===== src/inc/angle_calc_pkg.sv =====
// constants and types for the electrical angle timer and waveform calculator
// assumes one system clock; registers sit at their byte offsets on a 16-bit port
package angle_calc_pkg;

  // ----------------------------------------------------------------
  // register byte offsets
  // ----------------------------------------------------------------
  localparam logic [15:0] ADDR_ANGLE_CONTROL = 16'h1fc0; // timer and calculation setup
  localparam logic [15:0] ADDR_CALC_CONTROL  = 16'h1fc1; // start, busy, sync, irq source
  localparam logic [15:0] ADDR_ANGLE_PERIOD  = 16'h1fc2; // correction n and 1/m period
  localparam logic [15:0] ADDR_ANGLE_VALUE   = 16'h1fc4; // initial and running angle
  localparam logic [15:0] ADDR_AMPLITUDE     = 16'h1fc6; // voltage amplitude
  localparam logic [15:0] ADDR_ANGLE_CAPTURE = 16'h1fc8; // angle at position detection
  localparam logic [15:0] ADDR_SINE_PORT     = 16'h1fca; // sine table byte port
  localparam logic [15:0] ADDR_IRQ_STATUS    = 16'h1fcc; // sticky events, write one clears
  localparam logic [15:0] ADDR_IRQ_MASK      = 16'h1fce; // event enables

  // ----------------------------------------------------------------
  // field positions
  // ----------------------------------------------------------------
  localparam int AC_DIR      = 7;  // 1 counts down
  localparam int AC_ORDER    = 6;  // 1 reverses phase order
  localparam int AC_PRE_HI   = 5;  // prescale select, upper bit
  localparam int AC_PRE_LO   = 4;  // prescale select, lower bit
  localparam int AC_THREE    = 3;  // 1 three-phase, 0 two-phase modulation
  localparam int AC_XFER     = 2;  // copy results to duty registers
  localparam int AC_CALC_EN  = 1;  // waveform calculation enable
  localparam int AC_TMR_EN   = 0;  // angle timer enable
  localparam int CC_START    = 3;  // write one starts a calculation
  localparam int CC_BUSY     = 2;  // reads one while calculating
  localparam int CC_NOSYNC   = 1;  // 0 starts in step with the angle
  localparam int CC_IRQ_SEL  = 0;  // 0 timer event, 1 calculation end
  localparam int PER_CORR_HI = 15; // correction count n
  localparam int PER_CORR_LO = 12;
  localparam int EV_STEP     = 0;  // angle timer finished a count
  localparam int EV_CALC     = 1;  // calculation finished
  localparam int EV_CAP      = 2;  // position captured

  // ----------------------------------------------------------------
  // widths, geometry, reset values
  // ----------------------------------------------------------------
  localparam int PERIOD_W = 12;
  localparam int ANGLE_W  = 9;
  localparam int DUTY_W   = 12;
  localparam int EV_W     = 3;
  localparam int SINE_DEPTH = 96;                                  // one quarter wave
  localparam logic [9:0]  ANGLE_STEPS  = 10'h180;                  // 360 degrees
  localparam logic [9:0]  ANGLE_THIRD  = 10'h080;                  // 120 degrees
  localparam logic [8:0]  ANGLE_LAST   = 9'h17f;
  localparam logic [8:0]  QUARTER      = 9'h060;
  localparam logic [6:0]  SINE_LAST    = 7'h5f;
  localparam logic [11:0] DUTY_MID     = 12'h800;
  localparam logic [7:0]  ANGLE_CONTROL_RST = 8'h00;
  localparam logic [15:0] PERIOD_RST        = 16'h0010;
  localparam logic [11:0] AMPLITUDE_RST     = 12'h000;

  // one-hot calculation states
  typedef enum logic [3:0] {
    CALC_IDLE  = 4'b0001,
    CALC_PHASE = 4'b0010,
    CALC_MOD   = 4'b0100,
    CALC_DONE  = 4'b1000
  } calc_state_t;

  // three phase duty values travel together
  typedef struct packed {
    logic [DUTY_W-1:0] u;
    logic [DUTY_W-1:0] v;
    logic [DUTY_W-1:0] w;
  } duty_t;

endpackage


===== src/core/angle_waveform_calc.sv =====
// electrical angle timer, position capture and three-phase waveform calculator
// assumes a 16-bit register port on the system clock and an async position pin
//
// Contract
// RQ1 - writing one to start bit launches calculation
// RQ2 - busy bit shows calculator idle or running
// RQ3 - sync bit chooses angle-locked automatic starts
// RQ4 - irq source: timer count or calculation end
// RQ5 - direction bit: zero up, one down
// RQ6 - order bit: V,W at plus or minus
// RQ7 - prescale divides clock by 8,16,32,64
// RQ8 - modulation bit: two-phase or three-phase
// RQ9 - transfer bit gates copy to duty registers
// RQ10 - calculation enable gates all calculations
// RQ11 - timer enable gates angle counting
// RQ12 - correction n lengthens n of 16 steps
// RQ13 - software keeps period at least 0x010
// RQ14 - angle register sets start, reads running
// RQ15 - amplitude scales every computed duty value
// RQ16 - position detection latches angle into capture
// RQ17 - twelve-bit duty per phase sets PWM
// RQ18 - sine port bytes fill successive table entries
//
// Strobed register access was chosen for this implementation.
`timescale 1ns/1ps
module angle_waveform_calc
  import angle_calc_pkg::*;
(
  // clock and reset
  input  wire logic        I_CLK_SYS,
  input  wire logic        I_RST_N,
  // register port
  input  wire logic [15:0] I_ADDR,
  input  wire logic [15:0] I_WDATA,
  input  wire logic        I_WR,
  input  wire logic        I_RD,
  output logic      [15:0] O_RDATA,
  // position detector pin
  input  wire logic        I_POS_DETECT,
  // duty values towards the PWM compare stage
  output duty_t            O_DUTY,
  output logic             O_DUTY_LOAD,
  // status
  output logic             O_CALC_BUSY,
  output logic             O_IRQ
);

  // ----------------------------------------------------------------
  // state
  // ----------------------------------------------------------------
  typedef struct packed {
    logic [7:0]                        angle_control; // setup bits
    logic                              calc_nosync;   // 1 disables angle-locked starts
    logic                              irq_sel;       // interrupt source choice
    logic [15:0]                       period;        // correction and 1/m period
    logic [ANGLE_W-1:0]                angle;         // running electrical angle
    logic [DUTY_W-1:0]                 amplitude;     // voltage amplitude
    logic [ANGLE_W-1:0]                capture;       // angle at position event
    logic [SINE_DEPTH-1:0][7:0]        sine;          // quarter-wave table
    logic [6:0]                        wptr;          // next table entry to fill
    logic [EV_W-1:0]                   irq_status;    // sticky events
    logic [EV_W-1:0]                   irq_mask;      // event enables
    logic [5:0]                        pre_cnt;       // prescaler
    logic [PERIOD_W-1:0]               step_cnt;      // 1/m counter
    logic [3:0]                        corr_phase;    // position in 16-step correction cycle
    calc_state_t                       calc_state;    // calculator sequence
    logic [1:0]                        phase_idx;     // phase under calculation
    logic [ANGLE_W-1:0]                calc_angle;    // angle frozen at start
    duty_t                             work;          // results in progress
    duty_t                             duty;          // transferred results
    logic                              duty_load;     // one-cycle transfer strobe
    logic [15:0]                       rdata;         // read data, valid one cycle
    logic                              pos_meta;      // synchroniser first stage
    logic                              pos_sync;      // synchroniser second stage
    logic                              pos_last;      // edge detect history
  } state_t;

  state_t s;      // registered state
  state_t next_s; // next state

  // ----------------------------------------------------------------
  // sine lookup: returns {negative, magnitude} for an angle 0..383
  // ----------------------------------------------------------------
  // quadrant two and four mirror the table; the 95-r mirror drops one
  // sample at the peak, which saves a table entry and stays monotonic
  function automatic logic [8:0] sine_of(input logic [ANGLE_W-1:0]     a,
                                         input logic [SINE_DEPTH-1:0][7:0] tbl);
    logic [8:0] r;
    logic [6:0] idx;
    logic       neg;
    logic       mirror;
    r      = a;
    neg    = 1'b0;
    mirror = 1'b0;
    if (a >= 9'h120)
    begin
      r      = a - 9'h120;
      neg    = 1'b1;
      mirror = 1'b1;
    end
    else if (a >= 9'h0c0)
    begin
      r   = a - 9'h0c0;
      neg = 1'b1;
    end
    else if (a >= QUARTER)
    begin
      r      = a - QUARTER;
      mirror = 1'b1;
    end
    idx = mirror ? (SINE_LAST - r[6:0]) : r[6:0];
    return {neg, tbl[idx]};
  endfunction

  // ----------------------------------------------------------------
  // combinational helpers
  // ----------------------------------------------------------------
  logic                wr_ac;       // write to angle control
  logic                wr_cc;       // write to calc control
  logic                tmr_en;      // timer running
  logic                calc_en;     // calculator allowed
  logic [5:0]          pre_mask;    // prescaler terminal pattern
  logic                pre_tick;    // one-cycle prescaled enable
  logic [12:0]         limit;       // steps of 1/m counter this angle step
  logic                step;        // angle advances this cycle
  logic                pos_edge;    // rising edge of synchronised detector
  logic [EV_W-1:0]     ev;          // events this cycle
  logic [EV_W-1:0]     ev_clr;      // write-one-to-clear bits
  logic                start_req;   // calculation request
  logic [9:0]          ph_off;      // phase offset for this phase
  logic [9:0]          ph_sum;      // raw phase angle
  logic [ANGLE_W-1:0]  ph_angle;    // wrapped phase angle
  logic [8:0]          sin_val;     // sign and magnitude
  logic [19:0]         product;     // amplitude times sine
  logic [DUTY_W-1:0]   duty_one;    // duty for this phase
  logic [DUTY_W-1:0]   duty_min;    // smallest of three, for two-phase
  logic [EV_W-1:0]     src_gate;    // interrupt source selection

  assign wr_ac   = I_WR && (I_ADDR == ADDR_ANGLE_CONTROL);
  assign wr_cc   = I_WR && (I_ADDR == ADDR_CALC_CONTROL);
  assign tmr_en  = s.angle_control[AC_TMR_EN];
  assign calc_en = s.angle_control[AC_CALC_EN];

  // prescale pattern per select code
  always_comb
  begin
    case (s.angle_control[AC_PRE_HI:AC_PRE_LO]) // RQ7
      2'h0:    pre_mask = 6'h07;
      2'h1:    pre_mask = 6'h0f;
      2'h2:    pre_mask = 6'h1f;
      default: pre_mask = 6'h3f;
    endcase
  end

  assign pre_tick = tmr_en && ((s.pre_cnt & pre_mask) == pre_mask);

  // n of every 16 angle steps take one extra 1/m count
  assign limit = {1'b0, s.period[PERIOD_W-1:0]} +
                 ((s.corr_phase < s.period[PER_CORR_HI:PER_CORR_LO]) ? 13'h0001 : 13'h0000); // RQ12

  // the period floor is the writer's duty; a zero period still steps every tick
  assign step = pre_tick && ((13'(s.step_cnt) + 13'h0001) >= limit); // RQ13

  // only the second stage feeds the edge detector
  assign pos_edge = s.pos_sync && !s.pos_last;

  // software start or angle-locked start
  assign start_req = (wr_cc && I_WDATA[CC_START]) || (step && !s.calc_nosync); // RQ1 RQ3

  // phase offsets: V and W lead or lag U by a third of a turn
  always_comb
  begin
    case (s.phase_idx) // RQ6
      2'h1:    ph_off = s.angle_control[AC_ORDER] ? (ANGLE_STEPS - ANGLE_THIRD) : ANGLE_THIRD;
      2'h2:    ph_off = s.angle_control[AC_ORDER] ? ANGLE_THIRD : (ANGLE_STEPS - ANGLE_THIRD);
      default: ph_off = 10'h000;
    endcase
  end

  assign ph_sum   = {1'b0, s.calc_angle} + ph_off;
  assign ph_angle = (ph_sum >= ANGLE_STEPS) ? 9'(ph_sum - ANGLE_STEPS) : ph_sum[8:0];
  assign sin_val  = sine_of(ph_angle, s.sine);

  // amplitude scales the sine; top bits keep the swing within half range
  assign product  = s.amplitude * sin_val[7:0]; // RQ15
  assign duty_one = sin_val[8] ? (DUTY_MID - {1'b0, product[19:9]})
                               : (DUTY_MID + {1'b0, product[19:9]});

  // smallest phase, used to clamp one phase to zero in two-phase mode
  always_comb
  begin
    duty_min = s.work.u;
    if (s.work.v < duty_min)
    begin
      duty_min = s.work.v;
    end
    if (s.work.w < duty_min)
    begin
      duty_min = s.work.w;
    end
  end

  assign ev_clr   = (I_WR && (I_ADDR == ADDR_IRQ_STATUS)) ? I_WDATA[EV_W-1:0] : 3'h0;
  assign src_gate = {1'b1, s.irq_sel, !s.irq_sel}; // RQ4

  // ----------------------------------------------------------------
  // next state
  // ----------------------------------------------------------------
  always_comb
  begin
    next_s           = s;
    next_s.duty_load = 1'b0;
    next_s.rdata     = 16'h0000;
    ev               = 3'h0;

    // two-stage synchroniser on the detector pin
    next_s.pos_meta = I_POS_DETECT;
    next_s.pos_sync = s.pos_meta;
    next_s.pos_last = s.pos_sync;

    // angle timer: prescaler, 1/m counter, angle step
    if (tmr_en) // RQ11
    begin
      next_s.pre_cnt = s.pre_cnt + 6'h01;
      if (step)
      begin
        next_s.step_cnt   = 12'h000;
        next_s.corr_phase = s.corr_phase + 4'h1;
        ev[EV_STEP]       = 1'b1;
        if (s.angle_control[AC_DIR]) // RQ5
        begin
          next_s.angle = (s.angle == 9'h000) ? ANGLE_LAST : s.angle - 9'h001;
        end
        else
        begin
          next_s.angle = (s.angle == ANGLE_LAST) ? 9'h000 : s.angle + 9'h001;
        end
      end
      else if (pre_tick)
      begin
        next_s.step_cnt = s.step_cnt + 12'h001;
      end
    end
    else
    begin
      // stopped timer restarts from a clean count
      next_s.pre_cnt  = 6'h00;
      next_s.step_cnt = 12'h000;
    end

    // position capture
    if (pos_edge)
    begin
      next_s.capture = s.angle; // RQ16
      ev[EV_CAP]     = 1'b1;
    end

    // waveform calculator
    case (s.calc_state)
      CALC_IDLE:
      begin
        if (calc_en && start_req) // RQ10
        begin
          next_s.calc_state = CALC_PHASE;
          next_s.phase_idx  = 2'h0;
          next_s.calc_angle = s.angle;
        end
      end
      CALC_PHASE:
      begin
        // one phase per cycle, frozen angle keeps the three consistent
        case (s.phase_idx)
          2'h0:    next_s.work.u = duty_one;
          2'h1:    next_s.work.v = duty_one;
          default: next_s.work.w = duty_one;
        endcase
        if (s.phase_idx == 2'h2)
        begin
          next_s.calc_state = CALC_MOD;
        end
        else
        begin
          next_s.phase_idx = s.phase_idx + 2'h1;
        end
      end
      CALC_MOD:
      begin
        // two-phase shifts all down so one phase rests at zero
        if (!s.angle_control[AC_THREE]) // RQ8
        begin
          next_s.work.u = s.work.u - duty_min;
          next_s.work.v = s.work.v - duty_min;
          next_s.work.w = s.work.w - duty_min;
        end
        next_s.calc_state = CALC_DONE;
      end
      CALC_DONE:
      begin
        if (s.angle_control[AC_XFER]) // RQ9
        begin
          next_s.duty      = s.work; // RQ17
          next_s.duty_load = 1'b1;
        end
        ev[EV_CALC]       = 1'b1;
        next_s.calc_state = CALC_IDLE;
      end
      default:
      begin
        next_s.calc_state = CALC_IDLE;
      end
    endcase

    // disabling the calculator abandons a calculation in progress
    if (!calc_en && (s.calc_state != CALC_IDLE)) // RQ10
    begin
      next_s.calc_state = CALC_IDLE;
    end

    // register writes; software wins over the timer for the angle
    if (I_WR)
    begin
      case (I_ADDR)
        ADDR_ANGLE_CONTROL: next_s.angle_control = I_WDATA[7:0];
        ADDR_CALC_CONTROL:
        begin
          next_s.calc_nosync = I_WDATA[CC_NOSYNC]; // RQ3
          next_s.irq_sel     = I_WDATA[CC_IRQ_SEL]; // RQ4
        end
        ADDR_ANGLE_PERIOD:  next_s.period = I_WDATA;
        ADDR_ANGLE_VALUE:
        begin
          next_s.angle    = I_WDATA[ANGLE_W-1:0]; // RQ14
          next_s.step_cnt = 12'h000;
        end
        ADDR_AMPLITUDE:     next_s.amplitude = I_WDATA[DUTY_W-1:0];
        ADDR_SINE_PORT:
        begin
          next_s.sine[s.wptr] = I_WDATA[7:0]; // RQ18
          next_s.wptr = (s.wptr == SINE_LAST) ? 7'h00 : s.wptr + 7'h01;
        end
        ADDR_IRQ_MASK:      next_s.irq_mask = I_WDATA[EV_W-1:0];
        default:            next_s.wptr = s.wptr;
      endcase
    end

    // turning the calculator off rewinds the table pointer for a reload
    if (wr_ac && !I_WDATA[AC_CALC_EN])
    begin
      next_s.wptr = 7'h00;
    end

    // sticky events: a new event beats a clear in the same cycle
    next_s.irq_status = (s.irq_status & ~ev_clr) | ev;

    // read data for the following cycle; unmapped reads give zero
    if (I_RD)
    begin
      case (I_ADDR)
        ADDR_ANGLE_CONTROL: next_s.rdata = {8'h00, s.angle_control};
        ADDR_CALC_CONTROL:  next_s.rdata = {13'h0000, (s.calc_state != CALC_IDLE),
                                            s.calc_nosync, s.irq_sel}; // RQ2
        ADDR_ANGLE_PERIOD:  next_s.rdata = s.period;
        ADDR_ANGLE_VALUE:   next_s.rdata = {7'h00, s.angle}; // RQ14
        ADDR_AMPLITUDE:     next_s.rdata = {4'h0, s.amplitude};
        ADDR_ANGLE_CAPTURE: next_s.rdata = {7'h00, s.capture};
        ADDR_IRQ_STATUS:    next_s.rdata = {13'h0000, s.irq_status};
        ADDR_IRQ_MASK:      next_s.rdata = {13'h0000, s.irq_mask};
        default:            next_s.rdata = 16'h0000;
      endcase
    end
  end

  // ----------------------------------------------------------------
  // state register
  // ----------------------------------------------------------------
  always_ff @(posedge I_CLK_SYS or negedge I_RST_N)
  begin
    if (!I_RST_N)
    begin
      s               <= '0;
      s.angle_control <= ANGLE_CONTROL_RST;
      s.period        <= PERIOD_RST;
      s.amplitude     <= AMPLITUDE_RST;
      s.calc_state    <= CALC_IDLE;
    end
    else
    begin
      s <= next_s;
    end
  end

  // ----------------------------------------------------------------
  // outputs
  // ----------------------------------------------------------------
  assign O_RDATA     = s.rdata;
  assign O_DUTY      = s.duty;
  assign O_DUTY_LOAD = s.duty_load;
  assign O_CALC_BUSY = (s.calc_state != CALC_IDLE); // RQ2
  assign O_IRQ       = |(s.irq_status & s.irq_mask & src_gate); // RQ4

endmodule


===== config.mk =====
export PLATFORM = sky130hd
export DESIGN_NAME = angle_waveform_calc
export DESIGN_NICKNAME = d
export VERILOG_FILES = /design/src/inc/angle_calc_pkg.sv /design/src/core/angle_waveform_calc.sv
export SDC_FILE = /design/constraint.sdc
export NUM_CORES = 2
export LEC_CHECK = 0
export BUFFER_PORTS_ARGS = -buffer_cell sky130_fd_sc_hd__buf_2
export CAP_MARGIN = 30
export CORE_ASPECT_RATIO = 0.75
export CORE_MARGIN = 5
export CORE_UTILIZATION = 45
export DETAILED_ROUTE_END_ITERATION = 10
export PLACE_DENSITY = 0.56
export SYNTH_ARGS = -nofsm -noshare
export SYNTH_HDL_FRONTEND = slang
export SYNTH_SLANG_ARGS = --single-unit

===== constraint.sdc =====
create_clock -name I_CLK_SYS -period 21 [get_ports I_CLK_SYS]
set_input_delay 1.05 -clock I_CLK_SYS [delete_from_list [all_inputs] [get_ports I_CLK_SYS]]
set_output_delay 1.05 -clock I_CLK_SYS [all_outputs]
set_load 0.05 [all_outputs]

==> metrics.txt <==
status=complete, no violations; Critical Path Sink=s[78]; R2R depth=42; wire per inst=24.1 um; R2R setup slack=8.12 ns; number of library cell types mapped by synthesis=90; RSZ-0062 raised after global routing=no; Slew @ Worst Pin=1.09 ns; reg2reg end=s[78]; layout cells sized above 1=35.8%; io pins=92; post-synth top area share=46.1%; xor/xnor share of the synthesized area=1.67%; required time of the worst setup path=21.61 ns; slowest cell on the critical path=buf_4; Hold Vio Cnt, Final=0; FILL cells=10200; Yosys warnings=0; fin nets=4295; clk sink count=966; launching point of the worst reg2reg path=s[101]; clk_lat worst skew=0.71 ns; Synth Area in Compound Gates=6.00%; Antenna Nets Post-Route=0; setup bufs post-CTS=0; htree depth=3; Worst-path clk slew=0.06 ns; DP Wirelength=93100 um; post-synth top area cell=dfrtp_1; largest cells by area after synthesis=dfrtp_1 46%, mux2_2 18%, mux4_2 11%, ha_1 3.1%, fa_1 2.4%; critical path class=reg -> reg; routed vias/inst=5.85; Post-Synth Adder-Cell Area=5.47%; Core ar.=116000 sq um; largest fanout on the critical path=41; area delta synth->final=10.3%; initial antenna violation count=1; pin count of the biggest net entering global routing=185; Async S/R FF share, synth=100%; Max Clock Skew=0.0312 ns; DRT Wirelength=137000 um; setup TNS=0 ns; Initial Util=45.3%; PostCTS Resize Cnt=0; Worst VDD drop=0.0000723 V; Mapped Cells=4084; EDFF count, synth=0; setup violators final=0; Overflow after GRT=0; drt pass-1 iters=5; CTS Hold Bufs=0; global-route wire length before repair=217000 um; Tcrit/Tclk final=61.3%; Slew headroom=27.2%; f_max=77.7 MHz; Post-Layout Cell Count=5682; CTS tree=done; post-synthesis simple-gate area fraction=7.30%; via count=33200; Mapped Area=52300 sq um; 1st-iter DRT viols=2602; PortBufs=91; # rows=108; CP startpoint=s[101]; LEAKAGE=26.9 nW; Die Height=305 um; #FFs+latches synth=966; largest family of logic cells by synthesized area=multiplexers; max-slew violation count=0; Power Density=66.1 nW/um^2; CTS Buffer Depth=3; total CTS buffers=101; MaxCap Viol Count=0; worst hold path type=in -> async; syn_area_per_cell=12.8 sq um; WP data arrival=13.49 ns; RePlAce Congestion=0.875; root buf cell=clkbuf_16; max incr delay on CP=0.77 ns; register area share after synthesis=46.2%; Tot GR Track Use=22.4%; DP Cell Count=5499; Die X=404 um; Synthesized Nets=4312; post-synthesis mux area share=29.9%; DRC Markers=0; most common flop cell mapped by yosys=dfrtp_1; die area=123000 sq um; ANT cells=0; element type at the critical path end=flip-flop; startpoint types=flip-flop; vias in the first global route=34100; clock period minus worst slack=12.88 ns
where the power goes:
part | leakage, nW | switching [mW] | internal, mW
Combinational | 11.8 | 0.0682 | 0.00999
Sequential | 13.4 | 0.000469 | 1.86
Clock | 1.69 | 0.774 | 1.10
synthesized netlist by cell type, drive strengths merged, types with 11 or more instances:
cell type  number
nand4          20
dfrtp         964
a31o           12
o221ai         14
nand2         272
a31oi          24
clkbuf        199
mux4          247
nand3          46
xnor2          52
fa             63
o21ai          97
mux2          849
o21a           17
o211ai         26
a22oi          14
buf           101
ha            128
xor2           47
a21oi         105
and2           31
o22ai          24
nor2          214
nor2b          67
inv           110
a21o           48
mux2i          52
a211oi         11
nand2b         62
nor3           27
and3           16
registers in the layout, indices dropped and copies added, names as in the netlist:
register	count
O_DUTY	36
calc_en	1
O_DUTY_LOAD	1
s	910
next_s	2
O_RDATA	16
logic make-up after synthesis:
group | after synthesis
multiplexers | 1148
flip-flops | 966
AND/OR/NAND/NOR | 802
AO/OA/AOI/OAI | 468
buffers and inverters | 410
adder cells (fa/ha/maj) | 191
XOR/XNOR | 99
cells in the final DEF (no fill, tap or decap), drive strengths merged, types with 8 or more instances in the layout:
cell,Yosys,layout
a211oi,11,11
a21o,48,48
a21oi,105,105
a222oi,8,8
a22oi,14,14
a31o,12,12
a31oi,24,24
and2,31,31
and3,16,16
buf,101,180
bufinv,0,11
clkbuf,199,141
clkinv,0,20
dfrtp,964,964
fa,63,63
ha,128,128
inv,110,112
mux2,849,849
mux2i,52,52
mux4,247,247
nand2,272,272
nand2b,62,62
nand3,46,46
nand3b,8,8
nand4,20,20
nor2,214,214
nor2b,67,67
nor3,27,27
o211ai,26,26
o21a,17,17
o21ai,97,97
o221ai,14,14
o22ai,24,24
o31ai,8,8
xnor2,52,52
xor2,47,47
critical path: cells and delay by family, from the launching register on:
kind / cells / cell delay (ns)
AOI/OAI and AO/OA: 9 / 2.64
xor gates and xnor gates: 2 / 0.37
adders and majority gates: 10 / 3.78
buffers and inverters: 8 / 1.83
DFF: 1 / 0.41
muxes: 3 / 1.42
and+or+nand+nor: 10 / 2.24
layer usage:
| layer | share of wire [%] | up-vias | wire [um] | GRT usage, % |
|---|---|---|---|---|
| met5 | 0 | - | 0 | 0 |
| met4 | 2.1 | 0 | 2890 | 4.84 |
| met2 | 44 | 773 | 60200 | 33.5 |
| li1 | - | 14800 | - | - |
| met1 | 48 | 17500 | 66300 | 34.1 |
| met3 | 5.7 | 175 | 7890 | 4.54 |
final cells by class:
type	instances	area [sq um]	share of cell area, %
tap	1540	1930	3.34
timing repair buffer	180	1350	2.34
inverter	110	413	0.715
multi-input combinational	2708	26400	45.7
clock inverter	37	541	0.936
sequential	966	24200	41.9
clock buffer	141	2910	5.04
metrics by stage:
stage	power (mW)	area, sq um	setup slack (ns)	hold WS [ns]	util, %
after detailed placement	1.98	54200	8.25	0.336	46.9
after global routing	3.95	57700	7.41	0.372	49.9
final	3.82	57700	8.12	0.333	49.9
after floorplan	1.92	52300	9.54	0.331	-
after CTS	3.87	57700	8.20	0.360	49.8
after global placement	1.98	53900	8.26	0.339	46.6
worst min-delay path by stage:
stage	slack, ns	from	end
4_1_cts	0.36	I_RST_N	s[107]
5_1_grt	0.37	I_RST_N	s[107]
3_3_place_gp	0.34	next_s[1]	next_s[0]
2_1_floorplan	0.33	next_s[1]	next_s[0]
6_report	0.33	I_RST_N	s[107]
3_5_place_dp	0.34	next_s[1]	next_s[0]
(Power assumes the default switching activity.)
